### src/common/ledeng_pkg.sv
// shared constants and types of the led engine driver control block
package ledeng_pkg;
  localparam int NCH = 9;
  localparam int NENG = 3;
  localparam int CLK_HZ = 10_000_000;
  localparam int PWM_HZ = 20_000;
  localparam int PWM_CYC = CLK_HZ / PWM_HZ;
  localparam logic [8:0] PWM_LAST = 9'(PWM_CYC - 1);
  localparam logic [7:0] A_CUR = 8'h00;
  localparam logic [7:0] A_PWMH = 8'h10;
  localparam logic [7:0] A_PWML = 8'h20;
  localparam logic [7:0] A_TEST = 8'h33;
  localparam logic [7:0] A_OWN = 8'h40;
  localparam logic [7:0] A_RUN = 8'h50;
  localparam logic [7:0] A_STEP = 8'h51;
  localparam logic [7:0] A_FADER = 8'h54;
  localparam logic [7:0] A_FAULT = 8'h55;
  localparam logic [7:0] A_FLT_A = 8'h81;
  localparam logic [7:0] A_FLT_B = 8'h82;
  localparam int OPEN_BIT = 0;
  localparam int SHORT_BIT = 1;
  localparam logic [6:0] SLAVE_BASE = 7'h30; // arbitrary base address, low three bits from pins
  localparam int NSYNC = 20;
  typedef struct packed {
    logic temp_hot;   // junction above shutdown threshold
    logic temp_warm;  // junction above release threshold
    logic vin_uv;     // input supply below lockout threshold
    logic vin_ok;     // input supply above recovery threshold
    logic por_low;    // input or core supply below reset threshold
    logic cp_boost;   // headroom too small for unity pump gain
  } ledeng_mon_t;
  typedef struct packed {
    logic [NCH-1:0] led_on;
    logic cp_enable;
    logic cp_gain_1p5;
    logic power_save;
    logic shutdown;
  } ledeng_drv_t;
  typedef enum {I_IDLE, I_ADDR, I_AACK, I_REG, I_RACK, I_WR, I_WACK, I_RD, I_MACK} ledeng_i2c_st_t;
endpackage : ledeng_pkg

### src/ledeng_ctrl.sv
// led engine driver control: serial register slave, dimming, engines and protection
// What this block does
// [RL1] each of nine outputs has an 8-bit maximum current register
// [RL2] 20 kHz pwm per output, 12-bit duty via 3-bit dither over base counter
// [RL3] host sets each output's brightness directly over the serial interface
// [RL4] three engines, each may drive any set of one to nine outputs
// [RL5] an output belongs to at most one engine at a time
// [RL6] any engine may be chosen as master fader scaling all engine outputs
// [RL7] charge pump gain adapts between unity and one and a half
// [RL8] power save is entered while no output is active and left otherwise
// [RL9] over-temperature shuts down until temperature falls below release level
// [RL10] undervoltage turns off outputs and pump and sets the fault flag
// [RL11] after undervoltage, operation resumes only above the higher recovery level
// [RL12] while input or core supply is low, internal reset holds the block disabled
// [RL13] led fault flags update only while open or short test enable is set
// [RL14] host enables at most one of the two led test bits
// [RL15] led fault results are read at offsets 81h and 82h
// [RL16] host uses the led fault tests for production testing only
// [RL17] slave address has three pin-selected bits, eight drivers per bus
// [RL18] undervoltage fault flag stays set until the host reads the fault register
`timescale 1ns/10ps
module ledeng_ctrl (
  input wire logic mclk,                              // 10 MHz clock
  input wire logic reset,                             // synchronous, active high
  input wire logic scl,                               // serial clock pin
  input wire logic sda_in,                            // serial data pin level
  output logic sda_out,                               // serial data drive value, always low
  output logic sda_oe,                                // high while pulling data low
  input wire logic [2:0] addr_sel,                    // address select pins
  input wire ledeng_pkg::ledeng_mon_t mon,            // analog monitor comparators
  input wire logic [ledeng_pkg::NCH-1:0] led_fault,   // per-output comparator result of running test
  output ledeng_pkg::ledeng_drv_t drv,                // sink, pump and mode controls
  output logic [ledeng_pkg::NCH*8-1:0] led_current    // per-output current codes
);
  ////////////////////////////////////////////////////////////////////////////
  logic [ledeng_pkg::NSYNC-1:0] raw, s1_q, s2_q, s3_q, f_q;
  ledeng_pkg::ledeng_mon_t mon_f;
  logic scl_f, sda_f, scl_p_q, sda_p_q, por, off;
  logic [2:0] asel_f;
  logic [ledeng_pkg::NCH-1:0] flt_in_f;
  assign raw = {scl, sda_in, addr_sel, mon, led_fault};
  assign {scl_f, sda_f, asel_f, mon_f, flt_in_f} = f_q;
  // three-stage synchroniser; a change is taken once stages two and three agree
  always_ff @(posedge mclk) begin
    s1_q <= raw;
    s2_q <= s1_q;
    s3_q <= s2_q;
  end
  for (genvar b = 0; b < ledeng_pkg::NSYNC; b++) begin : g_sync
    always_ff @(posedge mclk) begin
      if (reset) f_q[b] <= 1'b1;
      else if (s2_q[b] == s3_q[b]) f_q[b] <= s3_q[b];
    end
  end
  assign por = mon_f.por_low; // [RL12]
  ////////////////////////////////////////////////////////////////////////////
  // serial slave
  ledeng_pkg::ledeng_i2c_st_t st_q;
  logic [7:0] sh_q, ptr_q, rdata, wr_a_q, wr_d_q;
  logic [3:0] cnt_q;
  logic rw_q, nack_q, wr_q, rd_clr_q, start, stop, rise, fall;
  assign start = scl_f & scl_p_q & sda_p_q & ~sda_f;
  assign stop = scl_f & scl_p_q & ~sda_p_q & sda_f;
  assign rise = scl_f & ~scl_p_q;
  assign fall = ~scl_f & scl_p_q;
  assign sda_out = 1'b0;
  // byte engine; the bus is open drain so only a low level is ever driven
  always_ff @(posedge mclk) begin
    scl_p_q <= scl_f;
    sda_p_q <= sda_f;
    wr_q <= 1'b0;
    rd_clr_q <= 1'b0;
    if (reset || por || stop) begin
      st_q <= ledeng_pkg::I_IDLE;
      sda_oe <= 1'b0;
      cnt_q <= 4'h0;
    end else if (start) begin
      st_q <= ledeng_pkg::I_ADDR;
      sda_oe <= 1'b0;
      cnt_q <= 4'h0;
    end else if (rise) begin
      sh_q <= {sh_q[6:0], sda_f};
      cnt_q <= cnt_q + 4'h1;
      if (st_q == ledeng_pkg::I_MACK) nack_q <= sda_f;
    end else if (fall) begin
      case (st_q)
        ledeng_pkg::I_ADDR: if (cnt_q == 4'h8) begin
          if (sh_q[7:1] == {ledeng_pkg::SLAVE_BASE[6:3], asel_f}) begin // [RL17]
            st_q <= ledeng_pkg::I_AACK;
            sda_oe <= 1'b1;
            rw_q <= sh_q[0];
          end else st_q <= ledeng_pkg::I_IDLE;
        end
        ledeng_pkg::I_AACK, ledeng_pkg::I_MACK: begin
          cnt_q <= 4'h0;
          if (st_q == ledeng_pkg::I_MACK && nack_q) begin
            st_q <= ledeng_pkg::I_IDLE;
            sda_oe <= 1'b0;
          end else if (rw_q) begin
            st_q <= ledeng_pkg::I_RD;
            sh_q <= rdata;
            sda_oe <= ~rdata[7];
            rd_clr_q <= (ptr_q == ledeng_pkg::A_FAULT); // [RL18]
          end else begin
            st_q <= ledeng_pkg::I_REG;
            sda_oe <= 1'b0;
          end
        end
        ledeng_pkg::I_REG, ledeng_pkg::I_WR: if (cnt_q == 4'h8) begin
          st_q <= (st_q == ledeng_pkg::I_REG) ? ledeng_pkg::I_RACK : ledeng_pkg::I_WACK;
          sda_oe <= 1'b1;
          if (st_q == ledeng_pkg::I_REG) ptr_q <= sh_q;
          else begin
            wr_q <= 1'b1; // [RL3]
            wr_a_q <= ptr_q;
            wr_d_q <= sh_q;
            ptr_q <= ptr_q + 8'h01;
          end
        end
        ledeng_pkg::I_RACK, ledeng_pkg::I_WACK: begin
          st_q <= ledeng_pkg::I_WR;
          sda_oe <= 1'b0;
          cnt_q <= 4'h0;
        end
        ledeng_pkg::I_RD: if (cnt_q == 4'h8) begin
          st_q <= ledeng_pkg::I_MACK;
          sda_oe <= 1'b0;
          ptr_q <= ptr_q + 8'h01;
        end else sda_oe <= ~sh_q[7];
        default: sda_oe <= 1'b0;
      endcase
    end
  end
  ////////////////////////////////////////////////////////////////////////////
  logic [7:0] cur_q [ledeng_pkg::NCH];
  logic [7:0] pwmh_q [ledeng_pkg::NCH];
  logic [3:0] pwml_q [ledeng_pkg::NCH];
  logic [1:0] own_q [ledeng_pkg::NCH];
  logic [7:0] step_q [ledeng_pkg::NENG];
  logic [7:0] lvl_q [ledeng_pkg::NENG];
  logic [2:0] run_q;
  logic [1:0] fader_q, test_q;
  logic [7:0] flt_a_q, flt_b_q;
  logic flt_uv_q, uv_q, tsd_q, wr_hit;
  // host registers; supply reset returns everything to the disabled state
  always_ff @(posedge mclk) begin
    if (reset || por) begin // [RL12]
      for (int i = 0; i < ledeng_pkg::NCH; i++) begin
        cur_q[i] <= 8'h00;
        pwmh_q[i] <= 8'h00;
        pwml_q[i] <= 4'h0;
        own_q[i] <= 2'h0;
      end
      for (int e = 0; e < ledeng_pkg::NENG; e++) step_q[e] <= 8'h00;
      run_q <= 3'h0;
      fader_q <= 2'h0;
      test_q <= 2'h0;
    end else if (wr_q) begin
      for (int i = 0; i < ledeng_pkg::NCH; i++) begin
        if (wr_a_q == ledeng_pkg::A_CUR + 8'(i)) cur_q[i] <= wr_d_q; // [RL1]
        if (wr_a_q == ledeng_pkg::A_PWMH + 8'(i)) pwmh_q[i] <= wr_d_q; // [RL3]
        if (wr_a_q == ledeng_pkg::A_PWML + 8'(i)) pwml_q[i] <= wr_d_q[3:0];
        if (wr_a_q == ledeng_pkg::A_OWN + 8'(i)) own_q[i] <= wr_d_q[1:0]; // [RL4] [RL5]
      end
      for (int e = 0; e < ledeng_pkg::NENG; e++)
        if (wr_a_q == ledeng_pkg::A_STEP + 8'(e)) step_q[e] <= wr_d_q;
      if (wr_a_q == ledeng_pkg::A_RUN) run_q <= wr_d_q[2:0];
      if (wr_a_q == ledeng_pkg::A_FADER) fader_q <= wr_d_q[1:0]; // [RL6]
      if (wr_a_q == ledeng_pkg::A_TEST) test_q <= wr_d_q[1:0]; // [RL14]
    end
  end
  assign wr_hit = test_q[ledeng_pkg::OPEN_BIT] | test_q[ledeng_pkg::SHORT_BIT];
  // fault state; of the two resets only the main reset clears latched faults so a supply dip is remembered
  always_ff @(posedge mclk) begin
    if (reset) begin
      uv_q <= 1'b0;
      tsd_q <= 1'b0;
      flt_uv_q <= 1'b0;
      flt_a_q <= 8'h00;
      flt_b_q <= 8'h00;
    end else begin
      if (mon_f.vin_uv) uv_q <= 1'b1; // [RL10]
      else if (mon_f.vin_ok) uv_q <= 1'b0; // [RL11]
      if (mon_f.temp_hot) tsd_q <= 1'b1; // [RL9]
      else if (!mon_f.temp_warm) tsd_q <= 1'b0;
      if (uv_q) flt_uv_q <= 1'b1; // set wins over read clear [RL18]
      else if (rd_clr_q) flt_uv_q <= 1'b0;
      if (wr_hit) begin // [RL13] [RL16]
        flt_a_q <= flt_in_f[7:0];
        flt_b_q <= {7'h00, flt_in_f[8]};
      end
    end
  end
  // read data multiplexer; unmapped offsets read zero
  always_comb begin
    rdata = 8'h00;
    for (int i = 0; i < ledeng_pkg::NCH; i++) begin
      if (ptr_q == ledeng_pkg::A_CUR + 8'(i)) rdata = cur_q[i];
      if (ptr_q == ledeng_pkg::A_PWMH + 8'(i)) rdata = pwmh_q[i];
      if (ptr_q == ledeng_pkg::A_PWML + 8'(i)) rdata = {4'h0, pwml_q[i]};
      if (ptr_q == ledeng_pkg::A_OWN + 8'(i)) rdata = {6'h00, own_q[i]};
    end
    for (int e = 0; e < ledeng_pkg::NENG; e++)
      if (ptr_q == ledeng_pkg::A_STEP + 8'(e)) rdata = step_q[e];
    if (ptr_q == ledeng_pkg::A_RUN) rdata = {5'h00, run_q};
    if (ptr_q == ledeng_pkg::A_FADER) rdata = {6'h00, fader_q};
    if (ptr_q == ledeng_pkg::A_TEST) rdata = {6'h00, test_q};
    if (ptr_q == ledeng_pkg::A_FAULT) rdata = {4'h0, drv.power_save, drv.cp_gain_1p5, tsd_q, flt_uv_q};
    if (ptr_q == ledeng_pkg::A_FLT_A) rdata = flt_a_q; // [RL15]
    if (ptr_q == ledeng_pkg::A_FLT_B) rdata = flt_b_q; // [RL15]
  end
  ////////////////////////////////////////////////////////////////////////////
  logic [8:0] pcnt_q;
  logic [2:0] frame_q;
  logic pend;
  logic [ledeng_pkg::NCH-1:0] on, act;
  assign pend = (pcnt_q == ledeng_pkg::PWM_LAST);
  assign off = tsd_q | uv_q | por;
  // 500-cycle base period gives 20 kHz; the frame count walks the dither phase
  always_ff @(posedge mclk) begin
    if (reset) begin
      pcnt_q <= 9'h000;
      frame_q <= 3'h0;
    end else begin
      pcnt_q <= pend ? 9'h000 : pcnt_q + 9'h001; // [RL2]
      if (pend) frame_q <= frame_q + 3'h1;
    end
  end
  // engines step their triangle level once per pwm period while running
  for (genvar e = 0; e < ledeng_pkg::NENG; e++) begin : g_eng
    logic dn_q;
    always_ff @(posedge mclk) begin
      if (reset || por || !run_q[e]) begin // [RL4]
        lvl_q[e] <= 8'h00;
        dn_q <= 1'b0;
      end else if (pend) begin
        if (!dn_q && lvl_q[e] > 8'hFF - step_q[e]) begin
          lvl_q[e] <= 8'hFF;
          dn_q <= 1'b1;
        end else if (dn_q && lvl_q[e] < step_q[e]) begin
          lvl_q[e] <= 8'h00;
          dn_q <= 1'b0;
        end else lvl_q[e] <= dn_q ? lvl_q[e] - step_q[e] : lvl_q[e] + step_q[e];
      end
    end
  end
  // per-output duty: one owner field, so two engines can never claim one output
  for (genvar i = 0; i < ledeng_pkg::NCH; i++) begin : g_ch
    logic [11:0] src, duty;
    logic [19:0] prod;
    assign src = (own_q[i] == 2'h0) ? {pwmh_q[i], pwml_q[i]} : {lvl_q[own_q[i] - 2'h1], 4'h0}; // [RL5]
    assign prod = src * lvl_q[(fader_q == 2'h0) ? 2'h0 : fader_q - 2'h1];
    assign duty = (fader_q == 2'h0 || own_q[i] == 2'h0) ? src : prod[19:8]; // [RL6]
    assign on[i] = {1'b0, pcnt_q} < {1'b0, duty[11:3]} + {9'h000, duty[2:0] > frame_q}; // [RL2]
    assign act[i] = (duty != 12'h000) && (cur_q[i] != 8'h00);
    assign led_current[i*8 +: 8] = cur_q[i]; // [RL1]
  end
  // output stage; all sinks and the pump drop while a fault holds
  always_ff @(posedge mclk) begin
    if (reset) drv <= '0;
    else begin
      drv.led_on <= off ? '0 : on & act; // [RL10] [RL12]
      drv.power_save <= ~|act; // [RL8]
      drv.cp_enable <= ~off & |act; // [RL10]
      drv.cp_gain_1p5 <= ~off & |act & mon_f.cp_boost; // [RL7]
      drv.shutdown <= off; // [RL9]
    end
  end
endmodule : ledeng_ctrl

### config.mk
export PLATFORM = sky130hd
export DESIGN_NAME = ledeng_ctrl
export DESIGN_NICKNAME = d
export VERILOG_FILES = /design/src/common/ledeng_pkg.sv /design/src/ledeng_ctrl.sv
export SDC_FILE = /design/constraint.sdc
export NUM_CORES = 2
export LEC_CHECK = 0
export BUFFER_PORTS_ARGS = -buffer_cell sky130_fd_sc_hd__buf_4
export CAP_MARGIN = 0
export CORE_ASPECT_RATIO = 1.2
export CORE_MARGIN = 8
export CORE_UTILIZATION = 40
export CTS_BUF_LIST = sky130_fd_sc_hd__clkbuf_4
export DETAILED_ROUTE_END_ITERATION = 16
export PLACE_DENSITY = 0.59
export SLEW_MARGIN = 20
export SYNTH_ARGS = -nofsm -noshare
export SYNTH_HDL_FRONTEND = slang
export SYNTH_SLANG_ARGS = --single-unit
### constraint.sdc
create_clock -name mclk -period 21.4 [get_ports mclk]
set_input_delay 5.35 -clock mclk [delete_from_list [all_inputs] [get_ports mclk]]
set_output_delay 5.35 -clock mclk [all_outputs]
set_load 0.01 [all_outputs]
==> out/results.md <==
| Quantity | Reported | Unit |
| --- | --- | --- |
| Total DRC errors in the routed layout | 0 | - |
| PD cells | 36.3 | nW/um^2 |
| Share of cells above drive strength 1 | 0.0766 | - |
| Initial drt markers | 4524 | - |
| Normalized max-slew margin | 0.173 | - |
| Arrival time of data at the critical path endpoint | 10730 | ps |
| Die Y-Extent | 411 | um |
| Number of clock buffers inserted by TritonCTS | 109 | - |
| #FFs+latches synth | 420 | - |
| Status | finished clean | - |
| First-pass GRT wire length | 288000 | um |
| Least-Margin Pin Slew | 1230 | ps |
| Kind of end point of the critical path | register | - |
| WHS | 321 | ps |
| Instance count after placement with tap cells included | 7607 | - |
| Final standard cell area without fillers | 56400 | um^2 |
| Clock transition at the registers of the reported paths | 80 | ps |
| Clock tree from TritonCTS | built | - |
| Clk buf depth | 3 | - |
| Area Growth Syn to Fin | 8.66 | % |
| Worst Reg-to-Reg Cells | 33 | - |
| Sequential share of the synthesized area | 0.216 | - |
| Clock latency at the later pin of the worst-skew pair | 1040 | ps |
| Skew final | 117 | ps |
| Tcrit/Tclk final | 0.459 | - |
| Number of global-route vias before repair | 45600 | - |
| Number of standard cells in the final layout excluding fillers | 7815 | - |
| Post-detailed-routing wire length | 193000 | um |
| Post-detail-place hpwl | 148000 | um |
| Core region area | 130000 | um^2 |
| Number of instances in the synthesized netlist | 5998 | - |
| Initial Util | 0.401 | - |
| Rows | 145 | - |
| Tightest Hold Check Type | register to register | - |
| GR Util All Layers | 0.268 | - |
| Post-synth top flop | edfxtp_1 | - |
| Setup bufs post-CTS | 0 | - |
| Pins over their slew limit | 0 | - |
| Shortest clock period the worst path allows after layout | 9820 | ps |
| Post-detailed-placement cell area | 54700 | um^2 |
| Critical Path Most Common Cell | a21o_1 | - |
| Crit-path max FO | 53 | - |
| LEAKAGE | 23.9 | nW |
| # setup viols final | 0 | - |
| Htree depth | 3 | - |
| Leftover overflow at the end of global routing | 0 | - |
| Share of synthesized registers carrying an async set or reset | 0 | - |
| Area of the die | 142000 | um^2 |
| Clock root buffer master | clkbuf_4 | - |
| Last weighted congestion value of the routability-driven placer | 1.00 | - |
| Final Hold Fails | 0 | - |
| Worst Setup Path Type | register to register | - |
| Minimum setup slack in the final design | 11580 | ps |
| Number of top-level pins | 109 | - |
| Leading post-synthesis cells by cell area | fa_1 21%, edfxtp_1 16%, ha_1 13% | - |
| Min-Delay Path Depth | 0 | - |
| Util after Layout | 0.436 | - |
| Mean cell area of the mapped netlist | 8.66 | um^2 |
| Unrepaired setup endpoints after global routing | false | - |
| IR Drop Worst-Case VDD | 55.7 | uV |
| Cts hold-fix bufs | 0 | - |
| Placement-stage worst setup slack | 11890 | ps |
| Kind of start point of the critical path | register | - |
| Cell accounting for the most synthesized area | fa_1 | - |
| Clk sink count | 420 | - |
| Summed instance area of the synthesized netlist | 51900 | um^2 |
| Via-to-Cell Ratio | 5.90 | - |
| Die Span X | 345 | um |
| Top cell type's share of synthesized area | 0.207 | - |
| Antenna-violating nets left | 0 | - |
| Total of max-cap violations | 0 | - |
| Count of port buffers added during placement | 107 | - |
| Drt wl/cell | 24.7 | um |
| EDFF count, synth | 280 | - |
| Maximum number of pins on one net before global-route repair | 65 | - |
| Count of synthesis-stage warnings from yosys | 0 | - |
| Antenna violations before repair | 13 | - |
| Slowest stage cell on the critical path | a21oi_4 | - |
| Critical path's largest stage delay | 890 | ps |
| Max Clock Freq | 102 | MHz |
| PostCTS Resize Cnt | 0 | - |
| Net count of the mapped netlist | 7078 | - |
| Synth cell types | 83 | - |
| Total negative slack for setup checks | 0 | ps |
| Total Nets Final | 7108 | - |
| Total via count after detailed routing | 46100 | - |
| Required @ worst endpoint | 22310 | ps |
| Filler cell count in the final layout | 13000 | - |
| Detailed-routing iteration count for the pre-antenna-repair pass | 6 | - |
| Total power after layout | 2.05 | mW |
## cell usage in the layout (no fill, tap or decap), drive strengths merged, types with 27 or more instances in the layout
cell and count:
a22oi 30, ha 521, a31oi 51, or3 41, a21o 172, nand4 43
fa 537, and2 100, clkinv 36, nand2b 58, buf 193, mux2i 102
edfxtp 280, xor2 61, o21ai 214, a21oi 312, inv 718, nand2 658
a211oi 103, o21bai 51, clkbuf 151, o211ai 27, nand3 143, and3 32
nor4 48, nor3 76, nor2 721, dfxtp 140, xnor2 86, nor2b 27
## path summary, 6_finish.rpt
check,startpoint,endpoint,slack [ps]
setup / recovery,fader_q[0],drv[5],11580
hold / removal,s1_q[9],s2_q[9],320
setup reg to reg,fader_q[0],drv[5],11580
hold reg to reg,s1_q[9],s2_q[9],320
## state kept, by name, indices dropped and copies added (netlist names), 8 cells and up
name and count:
cur_q 72, wr_d_q 8, sh_q 8, s1_q 20
step_q 24, s3_q 20, pcnt_q 9, wr_a_q 8
ptr_q 8, pwmh_q 72, lvl_q 24, flt_a_q 8
f_q 14, own_q 18, s2_q 20, pwml_q 36
drv 13
## Yosys cell counts (12+ instances only)
cell type and number:
xor2_1 61, a211oi_1 103, and3_1 32, nor2b_1 27
a211o_1 12, xnor2_1 86, o21a_1 26, o21ai_0 202
o21bai_1 51, or2_2 24, or4_1 19, nor4b_1 12
o22ai_1 26, nand4_1 43, o31ai_1 21, o21ai_1 12
a22oi_1 30, nand3_1 143, and2_1 98, nand4b_1 13
nor2_1 721, mux2i_1 102, nand2_1 658, a21oi_1 312
o211ai_1 27, edfxtp_1 280, nor3_1 76, dfxtp_1 140
nand2b_1 58, clkbuf_1 237, a31oi_1 51, a221oi_1 26
a2111oi_0 13, a21o_1 172, fa_1 537, buf_1 34
or3_1 41, ha_1 521, nor4_1 48, inv_1 714
## kinds of logic (layout without fill, tap and decap cells)
group / Yosys count / after routing / share of synthesized area
simple gates: 2061 / 2061 / 0.180
compound gates: 1213 / 1213 / 0.154
fa+ha+maj: 1058 / 1058 / 0.332
buf+inv: 988 / 1110 / 0.0715
flops: 420 / 420 / 0.216
xor+xnor: 147 / 147 / 0.0248
mux: 110 / 110 / 0.0214
other cells: 1 / 6 / 0.0000722
## layout make-up
| cell class | count | area [um^2] | area share |
|---|---|---|---|
| flip-flops and latches | 420 | 11200 | 0.199 |
| clock buffers | 151 | 1130 | 0.0201 |
| inverters | 714 | 2680 | 0.0475 |
| well taps | 1690 | 2110 | 0.0375 |
| repair buffers | 193 | 1450 | 0.0257 |
| clock inverters | 52 | 576 | 0.0102 |
| diodes | 5 | 12.5 | 0.000222 |
| multi-input cells | 4590 | 37300 | 0.660 |
## per-layer routing
layer	vias to the layer above	global-route usage	wire length (um)
li1	20600	-	-
met1	22700	0.349	76400
met2	2345	0.425	86500
met3	452	0.0613	20400
met4	4	0.118	9500
met5	-	0	35
## critical path: cells and delay by family (launching register included)
kind                       cells  cell delay, ps
and+or+nand+nor                3             340
buffers and inverters          5             880
adders and majority gates      9            3280
AOI/OAI and AO/OA             15            3930
muxes                          1             300
DFF                            1             880
## where the power goes
part | internal (mW) | total (mW) | switching [mW]
sequential | 0.887 | 0.933 | 0.0458
combinational | 0.0929 | 0.249 | 0.156
clock | 0.480 | 0.869 | 0.389
total | 1.46 | 2.05 | 0.591
No activity file was read; power rests on OpenSTA's default activity.
